==> config.mk <==
export PLATFORM = sky130hd
export DESIGN_NAME = tom_top
export DESIGN_NICKNAME = d
export VERILOG_FILES = /design/src/common/tom_pkg.sv /design/src/logic/tom_top.sv
export SDC_FILE = /design/constraint.sdc
export NUM_CORES = 1
export LEC_CHECK = 0
export BUFFER_PORTS_ARGS = -buffer_cell sky130_fd_sc_hd__buf_2
export CAP_MARGIN = 30
export CELL_PAD_IN_SITES_DETAIL_PLACEMENT = 1
export CELL_PAD_IN_SITES_GLOBAL_PLACEMENT = 2
export CORE_AREA = 5 5 193 195
export DETAILED_ROUTE_END_ITERATION = 10
export DIE_AREA = 0 0 198 200
export PLACE_DENSITY = 0.77
export SETUP_SLACK_MARGIN = 0.1
export SYNTH_ARGS = -nofsm -noshare
export SYNTH_HDL_FRONTEND = slang
export SYNTH_SLANG_ARGS = --single-unit
==> constraint.sdc <==
create_clock -name CLK_I -period 3.6 [get_ports CLK_I]
set_input_delay 0.18 -clock CLK_I [delete_from_list [all_inputs] [get_ports CLK_I]]
set_output_delay 0.18 -clock CLK_I [all_outputs]
set_load 0.02 [all_outputs]
==> src/common/tom_pkg.sv <==
// Functional notes
// - supply ramp: contact may disagree below 20 ms
// - monitor both requests: A blocks PWM, B supply
// - request stops control loop and PWM actuation
// - request drops holding brake actuation output
// - channels must agree within discrepancy time
// - monitoring errors force drive into error state
// - one acknowledge clears all monitoring errors
// - request accepted anytime, even during PWM
// - brake engages only once speed is zero
// - setpoint held off until release delay elapses
// - internal reaction may lag up to 5 ms
// - input A edges remove or apply PWM block
// - input B edges give or remove driver supply
// - compare requests with path feedbacks for plausibility
// - status and errors shown on outputs and bus
// - channels may switch in either order
// - request clears drive enable at once
// - release delay never below brake opening time
// - torque-off only when both off, feedbacks high
// - discrepancy time defaults 100 ms, configurable
// - test pulses of about 4 ms tolerated
package tom_pkg;
   // =============================================
   // timing
   localparam int unsigned CLK_HZ         = 50000000;
   localparam int unsigned TICK_MS_CYC    = CLK_HZ / 1000;
   localparam logic [15:0] DISC_DEF_MS    = 16'h0064;
   localparam logic [15:0] TP_FILT_MS     = 16'h0005;
   localparam logic [15:0] STARTUP_MS     = 16'h000A;
   localparam logic [15:0] PLAUS_MS       = 16'h0014;
   localparam logic [15:0] REL_DEF_MS     = 16'h0064;
   localparam logic [15:0] OPEN_DEF_MS    = 16'h0032;
   // =============================================
   // register map (byte addresses)
   localparam logic [7:0]  ADDR_CTRL      = 8'h00;
   localparam logic [7:0]  ADDR_STATUS    = 8'h04;
   localparam logic [7:0]  ADDR_ERRORS    = 8'h08;
   localparam logic [7:0]  ADDR_DISC      = 8'h0C;
   localparam logic [7:0]  ADDR_REL       = 8'h10;
   localparam logic [7:0]  ADDR_OPEN      = 8'h14;
   // =============================================
   // fields
   localparam int unsigned CTRL_ACK_BIT   = 0;
   localparam int unsigned ERR_DISC_BIT   = 0;
   localparam int unsigned ERR_PLA_BIT    = 1;
   localparam int unsigned ERR_PLB_BIT    = 2;
   localparam int unsigned NUM_IN         = 6;
   localparam logic [1:0]  AXI_OKAY       = 2'h0;
   localparam logic [1:0]  AXI_SLVERR     = 2'h2;
   typedef enum logic [1:0] {
      ST_STARTUP,
      ST_IDLE,
      ST_RELEASE,
      ST_RUN
   } tom_state_type;
endpackage

==> src/logic/tom_top.sv <==
// Decided for this implementation: the register addresses and the AXI4-Lite slave port.
`timescale 1ns/1ps
module tom_top
   import tom_pkg::*;
#(
   parameter int unsigned TICK_CYCLES = TICK_MS_CYC
) (
   input  wire logic        CLK_I,
   input  wire logic        NRST_I,
   input  wire logic        REQUEST_INPUT_A_I,
   input  wire logic        REQUEST_INPUT_B_I,
   input  wire logic        PATH_FB_A_I,
   input  wire logic        PATH_FB_B_I,
   input  wire logic        DRIVE_ENABLE_INPUT_I,
   input  wire logic        SPEED_ZERO_I,
   output logic             PWM_BLOCK_O,
   output logic             DRIVER_SUPPLY_EN_O,
   output logic             CONTROL_EN_O,
   output logic             BRAKE_RELEASE_O,
   output logic             SETPOINT_EN_O,
   output logic             FEEDBACK_CONTACT_O,
   output logic             TORQUE_OFF_O,
   output logic             ERROR_O,
   input  wire logic [7:0]  AWADDR_I,
   input  wire logic        AWVALID_I,
   output logic             AWREADY_O,
   input  wire logic [31:0] WDATA_I,
   input  wire logic [3:0]  WSTRB_I,
   input  wire logic        WVALID_I,
   output logic             WREADY_O,
   output logic [1:0]       BRESP_O,
   output logic             BVALID_O,
   input  wire logic        BREADY_I,
   input  wire logic [7:0]  ARADDR_I,
   input  wire logic        ARVALID_I,
   output logic             ARREADY_O,
   output logic [31:0]      RDATA_O,
   output logic [1:0]       RRESP_O,
   output logic             RVALID_O,
   input  wire logic        RREADY_I
);
   // =============================================
   // input synchronisers
   logic [NUM_IN-1:0] raw_in;
   logic [NUM_IN-1:0] meta_r;
   logic [NUM_IN-1:0] sync_r;
   assign raw_in = {SPEED_ZERO_I, DRIVE_ENABLE_INPUT_I, PATH_FB_B_I, PATH_FB_A_I,
                    REQUEST_INPUT_B_I, REQUEST_INPUT_A_I};
   genvar gi;
   generate
      for (gi = 0; gi < NUM_IN; gi++) begin : g_sync
         always_ff @(posedge CLK_I or negedge NRST_I) begin
            if (!NRST_I) begin
               meta_r[gi] <= 1'b0;
               sync_r[gi] <= 1'b0;
            end else begin
               meta_r[gi] <= raw_in[gi];
               sync_r[gi] <= meta_r[gi];
            end
         end
      end
   endgenerate
   logic req_a_s, req_b_s, fb_a_s, fb_b_s, en_s, spd0_s;
   assign req_a_s = sync_r[0];
   assign req_b_s = sync_r[1];
   assign fb_a_s  = sync_r[2];
   assign fb_b_s  = sync_r[3];
   assign en_s    = sync_r[4];
   assign spd0_s  = sync_r[5];

   // =============================================
   // millisecond tick
   logic [31:0] tick_cnt_r;
   logic        tick_r;
   always_ff @(posedge CLK_I or negedge NRST_I) begin
      if (!NRST_I) begin
         tick_cnt_r <= 32'h0;
         tick_r     <= 1'b0;
      end else if (tick_cnt_r >= TICK_CYCLES - 1) begin
         tick_cnt_r <= 32'h0;
         tick_r     <= 1'b1;
      end else begin
         tick_cnt_r <= tick_cnt_r + 32'h1;
         tick_r     <= 1'b0;
      end
   end

   // =============================================
   // test pulse filter, falling edges only
   // rising edges pass at once; a low must outlast the pulse window
   logic [1:0]  req_s;
   logic [1:0]  filt_r;
   logic [15:0] lowcnt_r [2];
   assign req_s = {req_b_s, req_a_s};
   generate
      for (gi = 0; gi < 2; gi++) begin : g_filt
         always_ff @(posedge CLK_I or negedge NRST_I) begin
            if (!NRST_I) begin
               filt_r[gi]   <= 1'b0;
               lowcnt_r[gi] <= 16'h0;
            end else if (req_s[gi]) begin
               filt_r[gi]   <= 1'b1;
               lowcnt_r[gi] <= 16'h0;
            end else if (lowcnt_r[gi] >= TP_FILT_MS) begin
               filt_r[gi]   <= 1'b0;
            end else if (tick_r) begin
               lowcnt_r[gi] <= lowcnt_r[gi] + 16'h1;
            end
         end
      end
   endgenerate
   logic run_a, run_b, request;
   assign run_a   = filt_r[0];
   assign run_b   = filt_r[1];
   // either channel dropping is a request, whatever the order
   assign request = ~run_a | ~run_b;

   // =============================================
   // configuration registers and errors
   logic [15:0] disc_ms_r;
   logic [15:0] rel_ms_r;
   logic [15:0] open_ms_r;
   logic        err_disc_r;
   logic        err_pla_r;
   logic        err_plb_r;
   logic        ack_pulse;
   logic        any_err;
   assign any_err = err_disc_r | err_pla_r | err_plb_r;

   // =============================================
   // discrepancy monitor
   logic [15:0] disc_cnt_r;
   logic        disc_over;
   assign disc_over = (run_a != run_b) && (disc_cnt_r >= disc_ms_r);
   always_ff @(posedge CLK_I or negedge NRST_I) begin
      if (!NRST_I) begin
         disc_cnt_r <= 16'h0;
      end else if (run_a == run_b) begin
         disc_cnt_r <= 16'h0;
      end else if (tick_r && !disc_over) begin
         disc_cnt_r <= disc_cnt_r + 16'h1;
      end
   end
   // set wins over acknowledge
   always_ff @(posedge CLK_I or negedge NRST_I) begin
      if (!NRST_I) begin
         err_disc_r <= 1'b0;
      end else if (disc_over) begin
         err_disc_r <= 1'b1;
      end else if (ack_pulse) begin
         err_disc_r <= 1'b0;
      end
   end

   // =============================================
   // plausibility of disconnection paths
   // feedback reads 1 when a path is off; allow switching time first
   logic [1:0]  fb_s;
   logic [1:0]  pl_bad;
   logic [15:0] pl_cnt_r [2];
   logic [1:0]  pl_over;
   assign fb_s = {fb_b_s, fb_a_s};
   generate
      for (gi = 0; gi < 2; gi++) begin : g_plaus
         assign pl_bad[gi]  = (fb_s[gi] == filt_r[gi]);
         assign pl_over[gi] = pl_bad[gi] && (pl_cnt_r[gi] >= PLAUS_MS);
         always_ff @(posedge CLK_I or negedge NRST_I) begin
            if (!NRST_I) begin
               pl_cnt_r[gi] <= 16'h0;
            end else if (!pl_bad[gi]) begin
               pl_cnt_r[gi] <= 16'h0;
            end else if (tick_r && !pl_over[gi]) begin
               pl_cnt_r[gi] <= pl_cnt_r[gi] + 16'h1;
            end
         end
      end
   endgenerate
   always_ff @(posedge CLK_I or negedge NRST_I) begin
      if (!NRST_I) begin
         err_pla_r <= 1'b0;
         err_plb_r <= 1'b0;
      end else begin
         err_pla_r <= pl_over[0] | (err_pla_r & ~ack_pulse);
         err_plb_r <= pl_over[1] | (err_plb_r & ~ack_pulse);
      end
   end

   // =============================================
   // drive sequencer
   tom_state_type state_r;
   logic [15:0]   seq_cnt_r;
   logic [15:0]   rel_eff;
   logic          stop_cond;
   // release delay is floored at the brake opening time
   assign rel_eff   = (rel_ms_r > open_ms_r) ? rel_ms_r : open_ms_r;
   assign stop_cond = request | ~en_s | any_err;
   always_ff @(posedge CLK_I or negedge NRST_I) begin
      if (!NRST_I) begin
         state_r   <= ST_STARTUP;
         seq_cnt_r <= 16'h0;
      end else begin
         unique case (state_r)
            ST_STARTUP: begin
               // hold everything open while supplies settle
               if (seq_cnt_r >= STARTUP_MS) begin
                  state_r   <= ST_IDLE;
                  seq_cnt_r <= 16'h0;
               end else if (tick_r) begin
                  seq_cnt_r <= seq_cnt_r + 16'h1;
               end
            end
            ST_IDLE: begin
               seq_cnt_r <= 16'h0;
               if (!stop_cond) begin
                  state_r <= ST_RELEASE;
               end
            end
            ST_RELEASE: begin
               if (stop_cond) begin
                  state_r <= ST_IDLE;
               end else if (seq_cnt_r >= rel_eff) begin
                  state_r <= ST_RUN;
               end else if (tick_r) begin
                  seq_cnt_r <= seq_cnt_r + 16'h1;
               end
            end
            ST_RUN: begin
               if (stop_cond) begin
                  state_r <= ST_IDLE;
               end
            end
         endcase
      end
   end

   // =============================================
   // actuation outputs
   logic active;
   assign active = (state_r == ST_RELEASE) || (state_r == ST_RUN);
   always_ff @(posedge CLK_I or negedge NRST_I) begin
      if (!NRST_I) begin
         CONTROL_EN_O  <= 1'b0;
         SETPOINT_EN_O <= 1'b0;
         PWM_BLOCK_O   <= 1'b1;
      end else begin
         CONTROL_EN_O  <= active & ~stop_cond;
         SETPOINT_EN_O <= (state_r == ST_RUN) & ~stop_cond;
         PWM_BLOCK_O   <= ~run_a | ~active | stop_cond;
      end
   end
   always_ff @(posedge CLK_I or negedge NRST_I) begin
      if (!NRST_I) begin
         DRIVER_SUPPLY_EN_O <= 1'b0;
      end else begin
         DRIVER_SUPPLY_EN_O <= run_b & (state_r != ST_STARTUP);
      end
   end
   // brake drops only at standstill, so a coasting load is not gripped
   always_ff @(posedge CLK_I or negedge NRST_I) begin
      if (!NRST_I) begin
         BRAKE_RELEASE_O <= 1'b0;
      end else if (active && !stop_cond) begin
         BRAKE_RELEASE_O <= 1'b1;
      end else if (spd0_s) begin
         BRAKE_RELEASE_O <= 1'b0;
      end
   end

   // =============================================
   // status outputs
   logic sto_state;
   assign sto_state = ~run_a & ~run_b & fb_a_s & fb_b_s;
   always_ff @(posedge CLK_I or negedge NRST_I) begin
      if (!NRST_I) begin
         FEEDBACK_CONTACT_O <= 1'b0;
         TORQUE_OFF_O       <= 1'b0;
         ERROR_O            <= 1'b0;
      end else begin
         FEEDBACK_CONTACT_O <= sto_state & (state_r != ST_STARTUP);
         TORQUE_OFF_O       <= sto_state;
         ERROR_O            <= any_err;
      end
   end

   // =============================================
   // axi4-lite write channel
   logic       aw_got_r, w_got_r, do_wr;
   logic [7:0] awaddr_r;
   logic [31:0] wdata_r;
   logic [3:0] wstrb_r;
   logic       aw_hs, w_hs, aw_got_nxt, w_got_nxt, bvalid_nxt;
   assign aw_hs      = AWVALID_I & AWREADY_O;
   assign w_hs       = WVALID_I & WREADY_O;
   assign do_wr      = aw_got_r & w_got_r & ~BVALID_O;
   assign aw_got_nxt = (aw_got_r | aw_hs) & ~do_wr;
   assign w_got_nxt  = (w_got_r | w_hs) & ~do_wr;
   assign bvalid_nxt = (BVALID_O & ~BREADY_I) | do_wr;
   assign ack_pulse  = do_wr && (awaddr_r == ADDR_CTRL) && wstrb_r[0]
                       && wdata_r[CTRL_ACK_BIT];
   always_ff @(posedge CLK_I or negedge NRST_I) begin
      if (!NRST_I) begin
         aw_got_r  <= 1'b0;
         w_got_r   <= 1'b0;
         awaddr_r  <= 8'h00;
         wdata_r   <= 32'h0;
         wstrb_r   <= 4'h0;
         AWREADY_O <= 1'b0;
         WREADY_O  <= 1'b0;
         BVALID_O  <= 1'b0;
         BRESP_O   <= AXI_OKAY;
      end else begin
         aw_got_r  <= aw_got_nxt;
         w_got_r   <= w_got_nxt;
         AWREADY_O <= ~aw_got_nxt & ~bvalid_nxt;
         WREADY_O  <= ~w_got_nxt & ~bvalid_nxt;
         BVALID_O  <= bvalid_nxt;
         if (aw_hs) begin
            awaddr_r <= AWADDR_I;
         end
         if (w_hs) begin
            wdata_r <= WDATA_I;
            wstrb_r <= WSTRB_I;
         end
         if (do_wr) begin
            BRESP_O <= (awaddr_r > ADDR_OPEN || awaddr_r[1:0] != 2'h0 ||
                        awaddr_r == ADDR_STATUS || awaddr_r == ADDR_ERRORS)
                       ? AXI_SLVERR : AXI_OKAY;
         end
      end
   end
   always_ff @(posedge CLK_I or negedge NRST_I) begin
      if (!NRST_I) begin
         disc_ms_r <= DISC_DEF_MS;
         rel_ms_r  <= REL_DEF_MS;
         open_ms_r <= OPEN_DEF_MS;
      end else if (do_wr) begin
         for (int b = 0; b < 2; b++) begin
            if (wstrb_r[b]) begin
               if (awaddr_r == ADDR_DISC) disc_ms_r[b*8 +: 8] <= wdata_r[b*8 +: 8];
               if (awaddr_r == ADDR_REL)  rel_ms_r[b*8 +: 8]  <= wdata_r[b*8 +: 8];
               if (awaddr_r == ADDR_OPEN) open_ms_r[b*8 +: 8] <= wdata_r[b*8 +: 8];
            end
         end
      end
   end

   // =============================================
   // axi4-lite read channel
   logic [31:0] rd_mux;
   logic        rd_ok;
   always_comb begin
      rd_mux = 32'h0;
      rd_ok  = 1'b1;
      unique case (ARADDR_I)
         ADDR_CTRL:   rd_mux = 32'h0;
         ADDR_STATUS: rd_mux = {16'h0, 4'h0, 2'(state_r), sto_state, BRAKE_RELEASE_O,
                                spd0_s, en_s, fb_b_s, fb_a_s, run_b, run_a,
                                req_b_s, req_a_s};
         ADDR_ERRORS: rd_mux = {29'h0, err_plb_r, err_pla_r, err_disc_r};
         ADDR_DISC:   rd_mux = {16'h0, disc_ms_r};
         ADDR_REL:    rd_mux = {16'h0, rel_ms_r};
         ADDR_OPEN:   rd_mux = {16'h0, open_ms_r};
         default:     rd_ok  = 1'b0;
      endcase
   end
   always_ff @(posedge CLK_I or negedge NRST_I) begin
      if (!NRST_I) begin
         ARREADY_O <= 1'b0;
         RVALID_O  <= 1'b0;
         RDATA_O   <= 32'h0;
         RRESP_O   <= AXI_OKAY;
      end else if (ARVALID_I && ARREADY_O) begin
         ARREADY_O <= 1'b0;
         RVALID_O  <= 1'b1;
         RDATA_O   <= rd_mux;
         RRESP_O   <= rd_ok ? AXI_OKAY : AXI_SLVERR;
      end else if (RVALID_O && RREADY_I) begin
         RVALID_O  <= 1'b0;
      end else begin
         ARREADY_O <= ~RVALID_O;
      end
   end
endmodule

## Yosys cells after proc, flatten, opt, wreduce, memory -nomap -nowiden

Cells that the tools add are included.

- Add/subtract/negate cells: 7
- Multiply operators: 0
- Divide/modulo/power cells: 0
- Magnitude comparators: 10
- Eq/ne operators: 28
- Shift operators: 0
- Mux-type cells: 42
- Bitwise operators: 43
- Reduce and logical (&&, ||, !) cells: 45

Operator list:

| operator | count |
|---|---|
| 16-bit two-way mux | 17 |
| 16-bit by 1-bit adder with 16-bit output (second input constant) | 6 |
| 16-bit case mux with 5 select lines | 1 |
| 16-bit case mux with 3 select lines | 1 |
| 32-bit by 1-bit adder with 32-bit output (second input constant) | 1 |
| 8-bit by 4-bit equality test with 1-bit output (second input constant) | 4 |
| 8-bit by 5-bit equality test with 1-bit output (second input constant) | 4 |
| 16-bit greater-or-equal comparator | 2 |
| 16-bit by 3-bit greater-or-equal comparator with 1-bit output (second input constant) | 2 |
| 16-bit by 5-bit greater-or-equal comparator with 1-bit output (second input constant) | 2 |
| 32-bit by 16-bit greater-or-equal comparator with 1-bit output (second input constant) | 1 |
| 32-bit two-way mux | 1 |
| 3-bit AND reduction | 7 |
| 2-bit nonzero test | 10 |
| 1-bit AND | 18 |
| 8-bit by 3-bit equality test with 1-bit output (second input constant) | 2 |
| 16-bit by 4-bit greater-or-equal comparator with 1-bit output (second input constant) | 1 |
| 16-bit greater-than comparator | 1 |
| 8-bit logical NOT | 2 |
| 2-bit != test (second input constant) | 8 |
| 1-bit two-way mux | 14 |
| 2-bit two-way mux | 7 |
| 1-bit NOT | 13 |
| 1-bit logical AND | 12 |
| 16 further kinds | 38 |

- Bits in registers: 273
- Bits in latches: 0
- Bits in writable memories: 0
- Bits in read-only memories: 0
- Input port bits: 65
- Output and inout port bits: 49
- Logic and storage cells: 228
- Memories kept: 0

## Logic depth before layout (Yosys ltp)

- Depth after elaboration: 8
- Depth in mapped cells: 18

## Worst setup path before layout

Ideal clock, no wire load.

- Path kind: reg-to-reg
- Start: reg open_ms_r[1]
- End: reg seq_cnt_r[11]
- Setup time: 0.095 ns
- Arrival: 3.754 ns
- Data required time: 3.505 ns
- Slack: -0.249 ns
- Cell stages (with the launch flop): 18
- Buffers on the path: 2
- Cell sequence: dfstp_2 -> inv_1 -> ha_1 -> nand2b_1 -> a21oi_1 -> o41ai_1 -> a211oi_1 -> o21ai_2 -> mux2_2 -> ha_1 -> nand2b_1 -> a2111o_1 -> o2111ai_1 -> a31oi_2 -> or2_1 -> buf_6 -> buf_6 -> o31ai_1

- Longest elaborated chain between the ends: 5

Ends and longest elaborated chain:

| element | RTL line | RTL |
|---|---|---|
| from (decl) | tom_top.sv:122 | `logic [15:0] open_ms_r;` |
| from (signal, indexed assignment) | tom_top.sv:341 | `if (awaddr_r == ADDR_OPEN) open_ms_r[b*8 +: 8] <= wdata_r[b*8 +: 8];` |
| 16-bit greater-than comparator | tom_top.sv:195 | `assign rel_eff = (rel_ms_r > open_ms_r) ? rel_ms_r : open_ms_r;` |
| 16-bit two-way mux (*) | tom_top.sv:195 |  |
| 16-bit greater-or-equal comparator (*) | tom_top.sv:221 | `end else if (seq_cnt_r >= rel_eff) begin` |
| 2-bit != test (no source line) (*) | - |  |
| 3-bit AND reduction (no source line) (*) | - |  |
| to (signal assigned) | tom_top.sv:209 | `seq_cnt_r <= seq_cnt_r + 16'h1;` |
| to (signal assigned) | tom_top.sv:224 | `seq_cnt_r <= seq_cnt_r + 16'h1;` |
| to (decl) | tom_top.sv:191 | `logic [15:0] seq_cnt_r;` |

Every way passes the cells marked *; elsewhere a longest branch is shown, timed or not.
A chain may end at the register's enable or synchronous reset.

## Final worst setup path

- Start: reg open_ms_r[5]
- End: reg seq_cnt_r[15]

The elaborated chain is that of the path after synthesis.

==> results.py <==
metrics = {
    "status": {
        "status": "complete, but fails checks",
        "violations": "negative setup slack",
    },
    "final_layout": {
        "multiInputGateArea_um2": 5580,
        "layout.cells.non_filler": 1804,
        "regArea_um2": 6390,
        "final_util_pct": 43.1,
        "diodes": 0,
        "fill_cells": 3895,
        "nNetsFinal": 1454,
        "reg_top3": "lowcnt_r (32), pl_cnt_r (32), tick_cnt_r (32)",
        "layout-drive-gt1-share_pct": 22.7,
        "area_growth_pct": 25.2,
    },
    "synth": {
        "synth_seq_area_share_pct": 52.7,
        "muxShareOfSynthArea_pct": 6.65,
        "synth_simple_gate_area_share_pct": 16.1,
        "synthDominantCellAreaShare_pct": 50.6,
        "synth_top_family_by_area": "simple AND/OR/NAND/NOR gates",
        "synth_cells": 1123,
        "synth_area_per_cell_um2": 10.8,
        "syn_area_um2": 12100,
        "ys.flop_type": "dfrtp_1",
        "synth.area.top_cells": "dfrtp_1, ha_1, nand2_1",
        "async_flop_share_pct": 100,
        "yosysWarningCount": 0,
        "synth_fa_ha_area_share_pct": 7.12,
        "ys_ff_latch": 255,
        "synth.distinct_cells": 61,
        "synth_most_common_cell": "dfrtp_1",
        "yosysTopAreaCell": "dfrtp_1",
        "yosys-top-cells-count": "dfrtp_1, nand2_1, nor2_1, o21ai_0, ha_1",
        "synth_compound_area_share_pct": 10.4,
        "synth_edf_count": 0,
        "synth-xor-area-share_pct": 2.38,
    },
    "global_route": {
        "antenna_found_initial": 1,
        "grt_usage_pct": 15.8,
        "first_global_vias": 9571,
        "grt_pass1_wl_mm": 51.1,
        "grt_overflow": 0,
        "grt_max_degree": 101,
    },
    "clock_network": {
        "cts-root-buf": "clkbuf_16",
        "clkTransAtPathRegs_ns": 0.06,
        "numCtsBuffers": 29,
        "clockBufferDepth": 3,
        "insertion_delay_ns": 0.56,
        "cts_tree": "yes",
        "clock-sinks": 255,
        "htree_levels": 1,
    },
    "route": {
        "firstDrtPassIters": 5,
        "top_layer": "met5",
        "wl_met3_mm": 1.01,
        "dr_wl_met2_mm": 15.7,
        "wl_mm": 31.7,
        "routedWlPerCell_um": 17.6,
        "drc": 0,
        "wl_met1_mm": 14.5,
        "drt_iter0_markers": 393,
        "num_vias": 8975,
        "antenna_left": 0,
        "viasPerCell": 4.98,
    },
    "floorplan": {
        "die_w_um": 198,
        "initial_core_util_pct": 34.4,
        "io-pin-count": 114,
        "die_area_um2": 39600,
        "core_area_um2": 35200,
        "fp-row-count": 69,
        "fp.dieH_um": 200,
    },
    "pwr": {
        "p_leak_nw": 7.16,
        "p_per_area_nw_per_um2": 653,
        "irDropWorstVdd_v": 0.000379,
    },
    "critical_path": {
        "criticalPathCategory": "reg -> reg",
        "crit_fanout": 7,
        "endpoint_kind": "flop",
        "arrival_ns": 4.25,
        "start_kind": "flop",
        "crit_required_ns": 4.05,
        "reg2reg_from": "open_ms_r[5]",
        "cp-startpoint": "open_ms_r[5]",
    },
    "placed_design": {
        "place_inst": 1703,
        "dp.final_hpwl_mm": 22.5,
        "port-buffer-count": 77,
        "routabilityCongestion": 0.765,
        "dp_slack_ns": -0.316,
    },
    "timing": {
        "setup_slack_ns": -0.206,
        "clock.fmax_mhz": 263,
        "fin_skew_ns": 0.0134,
        "worst_pin_slew_ns": 0.939,
        "drv_slew": 0,
        "post-route-min-period_ns": 3.81,
        "setup_violations": 18,
        "hold_violations": 0,
        "slew_headroom_pct": 37.4,
        "whs_ns": 0.0107,
        "fin_crit_sh_pct": 106,
        "rsz0062_at_grt": "yes",
    },
    "min_path": {
        "min_from": "ARADDR_I[1]",
        "hp-class": "in -> reg",
    },
    "flow_run": {
        "cap_violations": 0,
    },
}
## per-layer routing
metal | up-vias | GRT usage (%)
met1 | 4524 | 21.6
met5 | - | 0
li1 | 4303 | -
met3 | 41 | 1.90
met2 | 105 | 27.4
met4 | 2 | 3.34
## repair_timing
| item | 4_1_cts | 5_1_grt |
|---|---|---|
| endpoints found under the hold margin | 124 | 0 |
| setup endpoints to repair | 18 | 18 |
| buffers inserted | 7 | 4 |
| hold buffers | 36 | 0 |
| gates resized for setup | 18 | 31 |
| pin swaps | 5 | 9 |
## cell families after synthesis
kind of cell | count (synthesis)
buffers and inverters | 119
and+or+nand+nor | 383
xor gates and xnor gates | 33
adders and majority gates | 69
muxes | 72
other | 1
AOI/OAI and AO/OA | 191
DFF | 255
## where the power goes
group / leakage [nW] / internal (W) / total, W / switching, W
combinational: 3.32 / 0.00156 / 0.00312 / 0.00156
clock: 0.498 / 0.00195 / 0.00318 / 0.00122
sequential: 3.34 / 0.00322 / 0.00360 / 0.000384
## layout by cell type (no fill, tap or decap), types with 25 or more instances in the layout
cell           netlist  final
nor2b_1             28     28
mux2_2              36     35
nor2_1              80     80
buf_2                8     76
clkbuf_16            0     29
nand2_1            113    112
buf_4               19     66
ha_1                69     63
conb_1               1     34
nand4_1             25     25
dfrtp_1            245    245
o21ai_0             75     68
dlygate4sd3_1        0     36
inv_1               67     63
## final timing paths
kind | endpoint | slack (ns) | depth (start not counted)
max | seq_cnt_r[15] | -0.21 | 15
min | RRESP_O[1] | 0.01 | 3
max reg2reg | seq_cnt_r[15] | -0.21 | 15
min reg2reg | fb_a_s | 0.35 | 0
max in group asynchronous | wdata_r[9] | 2.37 | 3
min in group asynchronous | seq_cnt_r[14] | 0.22 | 2
## through the flow
stage          total power, W  cell area, um2  TNS [ns]
6_report              0.00990           15200     -2.81
5_1_grt                0.0105           15200     -4.73
4_1_cts               0.00968           15000     -1.51
3_5_place_dp          0.00614           13500     -4.05
3_3_place_gp          0.00605           13500     -1.24
2_1_floorplan         0.00529           12300     -1.55
## critical path, stage by stage (launching register included)
cell	delay (ns)
dfstp_2	0.54
inv_2	0.05
ha_4	0.27
nand4_1	0.11
or4_4	0.54
o21ai_4	0.09
buf_6	0.13
mux2_4	0.31
ha_4	0.21
nand2b_4	0.12
a2111o_1	0.44
o2111ai_4	0.12
a31oi_4	0.12
or2_4	0.29
buf_8	0.15
o41ai_2	0.20
## layout make-up
type                    count  area share (%)
repair buffers            185            8.77
well taps                 461            3.80
flip-flops and latches    255            42.1
clock inverters            14            1.48
clock buffers              40            5.39
multi-input cells         782            36.8
inverters                  67            1.66
(Power assumes the default switching activity.)
